--- config.mk ---
export PLATFORM = sky130hd
export DESIGN_NAME = tid_bank
export DESIGN_NICKNAME = d
export VERILOG_FILES = /design/src/tid_pkg.sv /design/src/tid_vector_enc.sv /design/src/tid_loopback.sv /design/src/tid_bank.sv
export SDC_FILE = /design/constraint.sdc
export NUM_CORES = 1
export LEC_CHECK = 0
export ABC_AREA = 1
export BUFFER_PORTS_ARGS = -buffer_cell sky130_fd_sc_hd__buf_2
export CAP_MARGIN = 20
export CORE_ASPECT_RATIO = 0.75
export CORE_MARGIN = 8
export CORE_UTILIZATION = 45
export CTS_CLUSTER_DIAMETER = 40
export DETAILED_ROUTE_END_ITERATION = 12
export GPL_TIMING_DRIVEN = 0
export PLACE_DENSITY = 0.76
export RECOVER_POWER = 50
export SLEW_MARGIN = 20
export SYNTH_ARGS = -nofsm -noshare
export SYNTH_HDL_FRONTEND = slang
export SYNTH_SLANG_ARGS = --single-unit
--- constraint.sdc ---
create_clock -name core_clk -period 0.9 [get_ports core_clk]
set_input_delay 0 -clock core_clk [delete_from_list [all_inputs] [get_ports core_clk]]
set_output_delay 0 -clock core_clk [all_outputs]
set_load 0.02 [all_outputs]
--- src/tid_pkg.sv ---
// package: register map, field positions and codes of the timer int/dma bank
package tid_pkg;
  // register page and offsets
  localparam logic [3:0] PAGE_DMA        = 4'h9;
  localparam logic [3:0] PAGE_MASK       = 4'hA;
  localparam logic [7:0] OFS_COUNTER_PTR = 8'hF0;
  localparam logic [7:0] OFS_ADDR_PTR    = 8'hF1;
  localparam logic [7:0] OFS_VECTOR      = 8'hF2;
  localparam logic [7:0] OFS_INT_DMA_CTL = 8'hF3;
  localparam logic [7:0] OFS_LOOPBACK    = 8'hF8;
  localparam logic [7:0] OFS_DMA_MASK    = 8'hFF;
  // reset values (pointers and vector have no defined reset, zero chosen)
  localparam logic [7:0] RST_COUNTER_PTR = 8'h00;
  localparam logic [7:0] RST_ADDR_PTR    = 8'h00;
  localparam logic [7:0] RST_VECTOR      = 8'h00;
  localparam logic [7:0] RST_INT_DMA_CTL = 8'hC7;
  localparam logic [7:0] RST_LOOPBACK    = 8'hFC;
  localparam logic [7:0] LOOPBACK_UNUSED = 8'hFC;
  // field positions
  localparam int BIT_AREA_SEL   = 0;
  localparam int BIT_MEM_EXT    = 0;
  localparam int BIT_DIR_IND    = 1;
  localparam int BIT_PTR2       = 2;
  localparam int BIT_CAP_EOB    = 7;
  localparam int BIT_CMP_EOB    = 6;
  localparam int BIT_CAP_SRC    = 5;
  localparam int BIT_CMP_DST    = 4;
  localparam int BIT_SWAP       = 3;
  localparam int BIT_LOOP_ODD   = 1;
  localparam int BIT_LOOP_EVEN  = 0;
  localparam int BIT_CAP_MASK   = 6;
  localparam int BIT_CMP_MASK   = 3;
  // vector group codes placed in bits 2:1
  localparam logic [1:0] GRP_OVF = 2'h0;
  localparam logic [1:0] GRP_CAP = 2'h2;
  localparam logic [1:0] GRP_CMP = 2'h3;
  // request group selected by the vector encoder, one-hot
  typedef enum logic [2:0] {
    GRP_SEL_NONE = 3'h0,
    GRP_SEL_OVF  = 3'h1,
    GRP_SEL_CAP  = 3'h2,
    GRP_SEL_CMP  = 3'h4
  } tid_grp_t;
endpackage

--- src/tid_vector_enc.sv ---
// vector encoder: picks the pending request group and forms the vector
`timescale 1ns/1ps
module tid_vector_enc
  import tid_pkg::*;
(
  // request groups from the timer
  input  wire logic       req_ovf,
  input  wire logic       req_cap,
  input  wire logic       req_cmp,
  // software upper vector bits
  input  wire logic [4:0] vector_upper,
  // result
  output logic            req_any,
  output logic [7:0]      vector_next
);
  wire tid_grp_t   grp;
  wire logic [1:0] grp_code;

  // compare wins over capture, capture over overflow
  assign grp = req_cmp ? GRP_SEL_CMP :
               req_cap ? GRP_SEL_CAP :
               req_ovf ? GRP_SEL_OVF : GRP_SEL_NONE;
  // code 01 is never produced
  assign grp_code = (grp == GRP_SEL_CMP) ? GRP_CMP :
                    (grp == GRP_SEL_CAP) ? GRP_CAP : GRP_OVF;
  assign req_any     = (grp != GRP_SEL_NONE);
  assign vector_next = {vector_upper, grp_code, 1'b0};
endmodule // tid_vector_enc

--- src/tid_loopback.sv ---
// on-chip output-to-input loopback for four timers
`timescale 1ns/1ps
module tid_loopback
  import tid_pkg::*;
(
  // control bits
  input  wire logic       loopback_odd,
  input  wire logic       loopback_even,
  // pins
  input  wire logic [3:0] timer_output_a,
  input  wire logic [3:0] pin_input_a,
  output logic [3:0]      timer_input_a
);
  wire logic [3:0] loop_sel;

  // timers 0 and 2 follow the even bit, 1 and 3 the odd bit
  assign loop_sel = {loopback_odd, loopback_even,
                     loopback_odd, loopback_even};
  // when off the input comes from its own pin only
  assign timer_input_a = (loop_sel & timer_output_a) |
                         (~loop_sel & pin_input_a);
endmodule // tid_loopback

--- src/tid_bank.sv ---
// interrupt vector, dma control and loopback register bank of a timer
//
// Function
// - counter pointer bit 0: 0 memory area, 1 register file; 1 masks ext select
// - address pointer bits 7:2 software written; bit 2 toggled in swap mode
// - register-file dma ignores address pointer except bit 2 in swap mode
// - address pointer bit 1 read-only: 0 capture source, 1 compare destination
// - memory area: bit 0 picks interrupt (0) or dma (1) segment register
// - one vector register; hardware supplies low three bits per group
// - vector bits 7:3 software written, upper part of 8-bit vector
// - bits 2:1 give group: 00 overflow, 10 capture, 11 compare
// - vector bit 0 always reads zero
// - capture eob flag bit 7 set at eob in swap, held 1 otherwise
// - compare eob flag bit 6 set at eob in swap, held 1 otherwise
// - bit 5 selects capture dma source: capture register or i/o port
// - bit 4 selects compare dma destination: compare register or i/o port
// - bit 3 enables swap mode for both channels together
// - bits 2:0 give shared priority level to the interrupt controller
// - loopback bit 1 ties output a to input a for timers 1 and 3
// - loopback bit 0 ties output a to input a for timers 0 and 2
// - compare swap mode toggles counter pointer bit 2 between two tables
// - dma mask bits set by software, cleared by hardware at end of block
`timescale 1ns/1ps
module tid_bank
  import tid_pkg::*;
(
  // clock and reset
  input  wire logic       core_clk,
  input  wire logic       resetn,
  // register file port
  input  wire logic [3:0] reg_page,
  input  wire logic [7:0] reg_addr,
  input  wire logic       reg_wr,
  input  wire logic       reg_rd,
  input  wire logic [7:0] reg_wdata,
  output logic [7:0]      reg_rdata,
  // events from the timer dma section
  input  wire logic       cap_eob,
  input  wire logic       cmp_eob,
  input  wire logic       dma_on_compare,
  // interrupt requests by group
  input  wire logic       req_ovf,
  input  wire logic       req_cap,
  input  wire logic       req_cmp,
  // to the interrupt and dma controller
  output logic [7:0]      irq_vector,
  output logic            irq_valid,
  output logic [2:0]      priority_level,
  output logic            dma_use_regfile,
  output logic            dma_use_dma_seg,
  output logic [7:0]      dma_address_ptr_out,
  output logic [7:0]      dma_counter_ptr_out,
  output logic            capture_transfer_source,
  output logic            compare_transfer_destination,
  output logic            swap_enable,
  output logic            capture0_dma_mask,
  output logic            compare0_dma_mask,
  // loopback pins
  input  wire logic [3:0] timer_output_a,
  input  wire logic [3:0] pin_input_a,
  output logic [3:0]      timer_input_a
);
  //////////////////////////////////////////////////////////////////////////
  // storage
  logic [7:0] dma_counter_pointer;
  logic [7:0] dma_address_pointer;
  logic [4:0] vector_upper;
  logic [7:0] interrupt_dma_control;
  logic [1:0] pin_loopback_control;
  logic       dir_ind;

  //////////////////////////////////////////////////////////////////////////
  // address decode
  wire logic pg9     = (reg_page == PAGE_DMA);
  wire logic wr_cnt  = reg_wr & pg9 & (reg_addr == OFS_COUNTER_PTR);
  wire logic wr_adr  = reg_wr & pg9 & (reg_addr == OFS_ADDR_PTR);
  wire logic wr_vec  = reg_wr & pg9 & (reg_addr == OFS_VECTOR);
  wire logic wr_ctl  = reg_wr & pg9 & (reg_addr == OFS_INT_DMA_CTL);
  wire logic wr_loop = reg_wr & pg9 & (reg_addr == OFS_LOOPBACK);
  wire logic wr_mask = reg_wr & (reg_page == PAGE_MASK) &
                       (reg_addr == OFS_DMA_MASK);

  //////////////////////////////////////////////////////////////////////////
  // swap and eob terms
  wire logic swap    = interrupt_dma_control[BIT_SWAP];
  wire logic cmp_tog = swap & cmp_eob;
  // a write of 1 leaves the flag alone, so only zero clears it
  wire logic cap_clr = wr_ctl & ~reg_wdata[BIT_CAP_EOB];
  wire logic cmp_clr = wr_ctl & ~reg_wdata[BIT_CMP_EOB];
  wire logic [7:0] next_ctl_sw = wr_ctl ? reg_wdata : interrupt_dma_control;
  // force from the new swap bit so a flag never reads 0 with swap off;
  // a clear only counts while swap is already on
  wire logic next_swap = next_ctl_sw[BIT_SWAP];
  wire logic next_cap_flag = ~next_swap | cap_eob |
                             (interrupt_dma_control[BIT_CAP_EOB] &
                              ~(cap_clr & swap));
  wire logic next_cmp_flag = ~next_swap | cmp_eob |
                             (interrupt_dma_control[BIT_CMP_EOB] &
                              ~(cmp_clr & swap));

  //////////////////////////////////////////////////////////////////////////
  // pointer bit 2 toggle helper, used by both pointers
  function automatic logic [7:0] ptr_update(input logic [7:0] cur,
                                            input logic       wr,
                                            input logic [7:0] wd,
                                            input logic       tog);
    logic [7:0] v;
    v = wr ? wd : cur;
    v[BIT_PTR2] = v[BIT_PTR2] ^ tog;
    return v;
  endfunction

  wire logic [7:0] next_counter_ptr =
    ptr_update(dma_counter_pointer, wr_cnt, reg_wdata, cmp_tog);
  wire logic [7:0] next_address_ptr =
    ptr_update(dma_address_pointer, wr_adr, reg_wdata, cmp_tog);

  //////////////////////////////////////////////////////////////////////////
  // counter and address pointers
  always_ff @(posedge core_clk or negedge resetn) begin
    if (!resetn) begin
      dma_counter_pointer <= RST_COUNTER_PTR;
      dma_address_pointer <= RST_ADDR_PTR;
    end else begin
      dma_counter_pointer <= next_counter_ptr;
      dma_address_pointer <= next_address_ptr;
    end
  end

  // direction indicator follows the channel being served, never software
  always_ff @(posedge core_clk or negedge resetn) begin
    if (!resetn) begin
      dir_ind <= 1'b0;
    end else begin
      dir_ind <= dma_on_compare;
    end
  end

  // vector upper bits, low bits belong to hardware
  always_ff @(posedge core_clk or negedge resetn) begin
    if (!resetn) begin
      vector_upper <= RST_VECTOR[7:3];
    end else if (wr_vec) begin
      vector_upper <= reg_wdata[7:3];
    end
  end

  // control register: eob flags with set over clear, rest software
  always_ff @(posedge core_clk or negedge resetn) begin
    if (!resetn) begin
      interrupt_dma_control <= RST_INT_DMA_CTL;
    end else begin
      interrupt_dma_control <= {next_cap_flag, next_cmp_flag,
                                next_ctl_sw[5:0]};
    end
  end

  // loopback control, unused upper bits are not stored
  always_ff @(posedge core_clk or negedge resetn) begin
    if (!resetn) begin
      pin_loopback_control <= RST_LOOPBACK[1:0];
    end else if (wr_loop) begin
      pin_loopback_control <= reg_wdata[1:0];
    end
  end

  // dma masks: eob clears, beating a same-cycle software set
  always_ff @(posedge core_clk or negedge resetn) begin
    if (!resetn) begin
      capture0_dma_mask <= 1'b0;
      compare0_dma_mask <= 1'b0;
    end else begin
      if (cap_eob) begin
        capture0_dma_mask <= 1'b0;
      end else if (wr_mask) begin
        capture0_dma_mask <= reg_wdata[BIT_CAP_MASK];
      end
      if (cmp_eob) begin
        compare0_dma_mask <= 1'b0;
      end else if (wr_mask) begin
        compare0_dma_mask <= reg_wdata[BIT_CMP_MASK];
      end
    end
  end

  //////////////////////////////////////////////////////////////////////////
  // read mux; the mask register only shows its two dma bits
  wire logic [7:0] rd_cnt = dma_counter_pointer;
  wire logic [7:0] rd_adr = {dma_address_pointer[7:2], dir_ind,
                             dma_address_pointer[BIT_MEM_EXT]};
  wire logic [7:0] rd_vec = {vector_upper, irq_vector[2:1], 1'b0};
  wire logic [7:0] rd_loop = LOOPBACK_UNUSED |
                             {6'h00, pin_loopback_control};
  wire logic [7:0] rd_mask = {1'b0, capture0_dma_mask, 2'h0,
                              compare0_dma_mask, 3'h0};
  wire logic [7:0] next_rdata =
    !reg_rd ? reg_rdata :
    (pg9 && reg_addr == OFS_COUNTER_PTR) ? rd_cnt :
    (pg9 && reg_addr == OFS_ADDR_PTR)    ? rd_adr :
    (pg9 && reg_addr == OFS_VECTOR)      ? rd_vec :
    (pg9 && reg_addr == OFS_INT_DMA_CTL) ? interrupt_dma_control :
    (pg9 && reg_addr == OFS_LOOPBACK)    ? rd_loop :
    ((reg_page == PAGE_MASK) && reg_addr == OFS_DMA_MASK) ? rd_mask :
    8'h00;

  // read data held until the next read
  always_ff @(posedge core_clk or negedge resetn) begin
    if (!resetn) begin
      reg_rdata <= 8'h00;
    end else begin
      reg_rdata <= next_rdata;
    end
  end

  //////////////////////////////////////////////////////////////////////////
  // vector to the interrupt controller
  logic       req_any;
  logic [7:0] vector_next;

  tid_vector_enc u_vec (
    .req_ovf      (req_ovf),
    .req_cap      (req_cap),
    .req_cmp      (req_cmp),
    .vector_upper (vector_upper),
    .req_any      (req_any),
    .vector_next  (vector_next)
  );

  // the group code is kept from the last request for software to read
  always_ff @(posedge core_clk or negedge resetn) begin
    if (!resetn) begin
      irq_vector <= RST_VECTOR;
      irq_valid  <= 1'b0;
    end else begin
      irq_vector <= req_any ? vector_next :
                    {vector_upper, irq_vector[2:0]};
      irq_valid  <= req_any;
    end
  end

  //////////////////////////////////////////////////////////////////////////
  // static dma and priority outputs
  assign priority_level      = interrupt_dma_control[2:0];
  assign swap_enable         = swap;
  assign capture_transfer_source =
    interrupt_dma_control[BIT_CAP_SRC];
  assign compare_transfer_destination =
    interrupt_dma_control[BIT_CMP_DST];
  assign dma_use_regfile     = dma_counter_pointer[BIT_AREA_SEL];
  // extension select only counts in the memory area
  assign dma_use_dma_seg     = ~dma_counter_pointer[BIT_AREA_SEL] &
                               dma_address_pointer[BIT_MEM_EXT];
  // register-file dma sees only the table bit of the address pointer
  assign dma_address_ptr_out =
    dma_counter_pointer[BIT_AREA_SEL] ?
      {5'h00, swap & dma_address_pointer[BIT_PTR2], 2'h0} :
      rd_adr;
  assign dma_counter_ptr_out = dma_counter_pointer;

  tid_loopback u_loop (
    .loopback_odd   (pin_loopback_control[BIT_LOOP_ODD]),
    .loopback_even  (pin_loopback_control[BIT_LOOP_EVEN]),
    .timer_output_a (timer_output_a),
    .pin_input_a    (pin_input_a),
    .timer_input_a  (timer_input_a)
  );
endmodule // tid_bank

Yosys cells after proc, flatten, opt, wreduce, memory -nomap -nowiden
Cells that the tools add are included.
{ "op_classes": {"n_eq_ne": 10, "bitwise": 33, "n_reduce_logical": 9, "muxes": 19} }
{ "op_table": {"columns": ["operator", "n"], "rows": [
  ["$eq 8x8->1 const B", 6],
  ["$mux 8", 6],
  ["$and 1x1->1", 17],
  ["$mux 3", 4],
  ["$and 4x4->4", 2],
  ["$eq 4x4->1 const B", 2],
  ["$mux 7", 1],
  ["$logic_and 1x1->1", 6],
  ["$not 1->1", 6],
  ["$mux 1", 5],
  ["$mux 2", 2],
  ["$mux 4", 1],
  ["$not 4->4", 1],
  ["$or 1x1->1", 4],
  ["$or 4x4->4", 1],
  ["$reduce_bool 2->1", 2],
  ["$eq 3x2->1 const B", 1],
  ["$eq 3x3->1 const B", 1],
  ["$reduce_bool 3->1", 1],
  ["$xor 1x1->1", 2]
]} }
{ "word_totals": {"wordCells": 86, "input_bits": 38, "output_inout_bits": 47, "ff_bits": 50} }

Longest topological paths before layout
{ "depth": {"word_depth": 8, "mapped_depth": 10, "depth_no_buf": 10} }

Modules after synthesis
From an unflattened synthesis, not the netlist that was laid out.
{ "hier_totals": {"cells_unflattened": 344, "hier_area_um2": 2743.9} }
{ "modules_own_cells": {"columns": ["module", "area_each_um2", "cells_per_inst", "instances"], "rows": [
  ["tid_bank", 2621.3, 318, 1],
  ["tid_vector_enc", 70.1, 12, 1],
  ["tid_loopback", 52.6, 14, 1]
]} }

Worst setup path after synthesis
Ideal clock, no wire load.
{ "synth_path": {"kind": "reg2out", "startpoint": "register dma_counter_pointer[0] (netlist: dma_counter_ptr_out[0])", "endpoint": "output port dma_address_ptr_out[0]", "arrival_time_ns": 1.231, "setup_slack_ns": -0.331, "path_buffers": 2, "path_stages_with_launch": 4, "path_cell_list": "dfrtp_1 clkbuf_1 nor2_1 buf_4"} }
{ "synth_via": {"elab_chain_len": 1} }
{ "synth_rtl": {"columns": ["element", "line_no", "text"], "rows": [
  ["start: declaration", "tid_bank.sv:65", "logic [7:0] dma_counter_pointer;"],
  ["start signal: assignment", "tid_bank.sv:125", "dma_counter_pointer <= next_counter_ptr;"],
  ["$mux 8", "tid_bank.sv:255", "dma_counter_pointer[BIT_AREA_SEL] ?"],
  ["end: declaration", "tid_bank.sv:51", "output logic [7:0] dma_address_ptr_out,"]
]} }
No other way between the ends.

Worst setup path in the final report
Ends and elaborated chain as after synthesis.

==> flow_summary_export.csv <==
group,metric,value,unit
outcome,outcome,"complete, but fails checks",
outcome,violations,"hold timing, setup timing",
timing,period_share,134,%
placement,io_buffers,82,
routing,postRouteAntennaNets,0,
synthesis,synth_top_area_share,44.1,%
power,power.total,4.79,mW
floorplan,die_h,80.5,um
power,internal_power,3.55,mW
global_routing,grt_pass1_wl,11.7,mm
synthesis,synth_fp_nets,339,
routing,drt_wl_total,7.89,mm
timing,worst_slack,-0.306,ns
synthesis,ys_seq_area_share,49.3,%
global_routing,grt_pass1_vias,2456,
timing,skew,0.00531,ns
layout,drive_gt1_share,46.3,%
timing,period_minus_slack,1.21,ns
floorplan,die_w,102,um
global_routing,antenna_found_initial,0,
synthesis,synth-seq-cells,49,
routing,vias_per_cell,4.96,
layout,syn_to_final_growth,59.2,%
power,p_sw_share,25.9,%
routing,vias,2504,
synthesis,synthCells,301,
placement,gp_congestion,0.823,
timing,fmax,0.829,GHz
worst_setup_path,worstPathArrival,1.21,ns
timing,setup_viol,37,
timing,slew_headroom,55.6,%
layout,regArea,0.00124,mm^2
clock_tree,cts_tree,"built",
clock_tree,clockBufferDepth,2,
power,power_frac_seq,48.6,%
timing,slew_violations,0,
routing,dr.pass1.iters,4,
layout,final_nets,467,
floorplan,die_area,0.00821,mm^2
worst_setup_path,crit_type,"reg2out",
power,p_leak,2.05,nW
floorplan,io_pins,85,
power,power.switching,1.24,mW
routing,wire_per_inst,15.6,um
clock_tree,clk_pin_slew,0.09,ns
synthesis,synth_flop_cell,"dfrtp_1",
worst_setup_path,required,0.90,ns
synthesis,yosysWarnings,0,
clock_tree,htreeDepth,2,
flow_run,maxCapViolations,0,
power,power_frac_clock,34.8,%
routing,drcViolationCount,0,
layout,fill_cells,406,
hold_path,min_path_type,"in2reg",
power,irDropWorstVdd,0.933,mV
timing,hold_viol,1,
layout,antenna_cells,0,
global_routing,track_usage,18.0,%
synthesis,synth_cell_types,29,
worst_setup_path,start_kind,"flip-flop",
clock_tree,worstSkewPairLatency,0.31,ns
power,comb_power_share,16.5,%
clock_tree,cts.sinks,49,
timing,hold_ws,-0.00420,ns
timing,tns,-6.00,ns
placement,dp_hpwl,5.20,mm
worst_setup_path,crit_fanout,9,
synthesis,synth_area,0.00250,mm^2
synthesis,synth_top_area_cell,"dfrtp_1",
synthesis,async_flop_share,100,%
clock_tree,cts_buffers,5,
timing,rsz0062_at_grt,"true",
floorplan,rows,23,
synthesis,avgSynthCellArea,8.30,um^2
power,powerDensity,1210,mW/mm^2
worst_setup_path,end_kind,"output pin",
global_routing,grt_max_degree,50,
layout,multi_input_area,0.00122,mm^2
global_routing,overflow,0,
timing,max_slew.worst_pin.slew,0.667,ns
synthesis,synth_area_leaders,"dfrtp_1 (44%), nand2_1 (13%), dfstp_2 (5.3%), inv_1 (5.1%), nor2_1 (4.5%)",
floorplan,coreArea,0.00535,mm^2
clock_tree,clock-root-buffer,"clkbuf_8",
routing,drt_iter0_markers,152,
floorplan,initial_core_util,46.7,%
synthesis,synth_edf_count,0,
-- sequential cells by signal, indices dropped and copies added, names as in the netlist --
signal / flops
capture0_dma_mask: 1
compare0_dma_mask: 1
dir_ind: 1
dma_address_pointer: 7
dma_counter_ptr_out: 8
interrupt_dma_control: 8
irq_valid: 1
irq_vector: 7
pin_loopback_control: 2
reg_rdata: 8
vector_upper: 5
-- worst max-delay path: stages, from the launching register on --
cell	delay, ns
dfrtp_2	0.43
clkbuf_16	0.18
nor2_4	0.08
buf_4	0.11
buf_6	0.10
-- stage by stage --
| step | hold WS [ns] | setup slack (ns) | cells | utilization [%] | instance area, um^2 |
|---|---|---|---|---|---|
| floorplan | -0.296 | -0.0434 | 301 | - | 2550 |
| global placement | 0.110 | -0.329 | 458 | 57.1 | 3060 |
| detailed placement | 0.110 | -0.369 | 458 | 57.1 | 3060 |
| CTS | -0.0855 | -0.297 | 484 | 65.5 | 3510 |
| global route | 0.00191 | -0.349 | 505 | 74.3 | 3980 |
| finish | -0.00420 | -0.306 | 505 | 74.3 | 3980 |
-- metal layers --
layer | global-route usage, % | vias up | part of all wire, %
met3 | 4.58 | 3 | 7.9
met5 | 0 | - | 0
li1 | - | 1205 | -
met2 | 30.7 | 94 | 49
met1 | 22.1 | 1202 | 42
met4 | 5.11 | 0 | 0.39
-- final cells by class --
cell class | instances | area share (%)
Sequential cell | 49 | 31.3
Buffer | 12 | 3.49
Timing Repair Buffer | 121 | 25.4
Clock buffer | 6 | 2.08
Tap cell | 75 | 2.36
Clock inverter | 2 | 0.944
Inverter | 37 | 3.68
Multi-Input combinational cell | 203 | 30.8
-- power by group through the flow --
stage	registers, mW	clock network (mW)	logic [mW]
floorplan	2.38	0	0.288
global placement	2.35	0	0.572
detailed placement	2.36	0	0.584
CTS	2.31	1.67	0.695
global route	2.34	1.77	0.866
finish	2.33	1.67	0.792
-- cell usage after synthesis, types with 3 or more instances --
cell type	count
buf_4	7
inv_1	34
nor2_1	30
nand2_1	89
buf_2	4
dfstp_2	5
o21ai_0	8
o21ai_2	6
nand2_2	5
dfrtp_1	44
nand4_1	6
nand3_1	18
o21ai_1	15
nor2_4	3
o31ai_1	4
mux2_2	4
-- final timing paths --
path / start / endpoint / slack [ns] / cells past startpoint
worst max-delay path: dma_counter_ptr_out[0]$_DFFE_PN0N_ / dma_address_ptr_out[0] / -0.31 / 4
max in group asynchronous: resetn / interrupt_dma_control[5]$_DFFE_PN0N_ / 0.14 / 2
worst min-delay path: reg_wdata[5] / interrupt_dma_control[5]$_DFFE_PN0N_ / -0.004 / 3
worst min register to register: vector_upper[4]$_DFFE_PN0P_ / irq_vector[7]$_DFF_PN0_ / 0.42 / 0
min in group asynchronous: resetn / dir_ind$_DFF_PN0_ / 0.27 / 2
worst max register to register: dma_counter_ptr_out[0]$_DFFE_PN0N_ / reg_rdata[0]$_DFFE_PN0P_ / -0.23 / 6
-- timing repair --
action	in CTS	in global routing
buffers inserted	4	18
pin swaps	7	22
hold endpoints to repair	60	44
resized for setup	46	62
hold buffers	14	1
setup endpoints to repair	28	60
cloned	0	2
-- cell families (layout without fill, tap and decap cells) --
group	count (synthesis)	in the layout	share of synthesized area (%)
AOI/OAI and AO/OA	35	35	8.52
DFF	49	49	49.3
buffers and inverters	49	178	8.62
and+or+nand+nor	161	161	30.9
other	1	1	0.150
muxes	4	4	1.80
xor gates and xnor gates	2	2	0.702
-- placed cells by master (no fill, tap or decap), types with 3 or more instances in the layout --
cell type and instances:
buf_12 4, buf_2 52, buf_4 20, buf_6 34, clkbuf_16 3, clkbuf_8 6, dfrtp_1 36, dfrtp_2 8
dfstp_2 5, dlygate4sd3_1 15, inv_1 31, inv_2 3, mux2_4 4, nand2_1 76, nand2_2 13, nand2_4 3
nand3_1 14, nand3_2 6, nand4_1 6, nor2_1 26, nor2_2 4, nor2_4 5, o21ai_0 7, o21ai_1 12
o21ai_2 10
(Power assumes the default switching activity.)
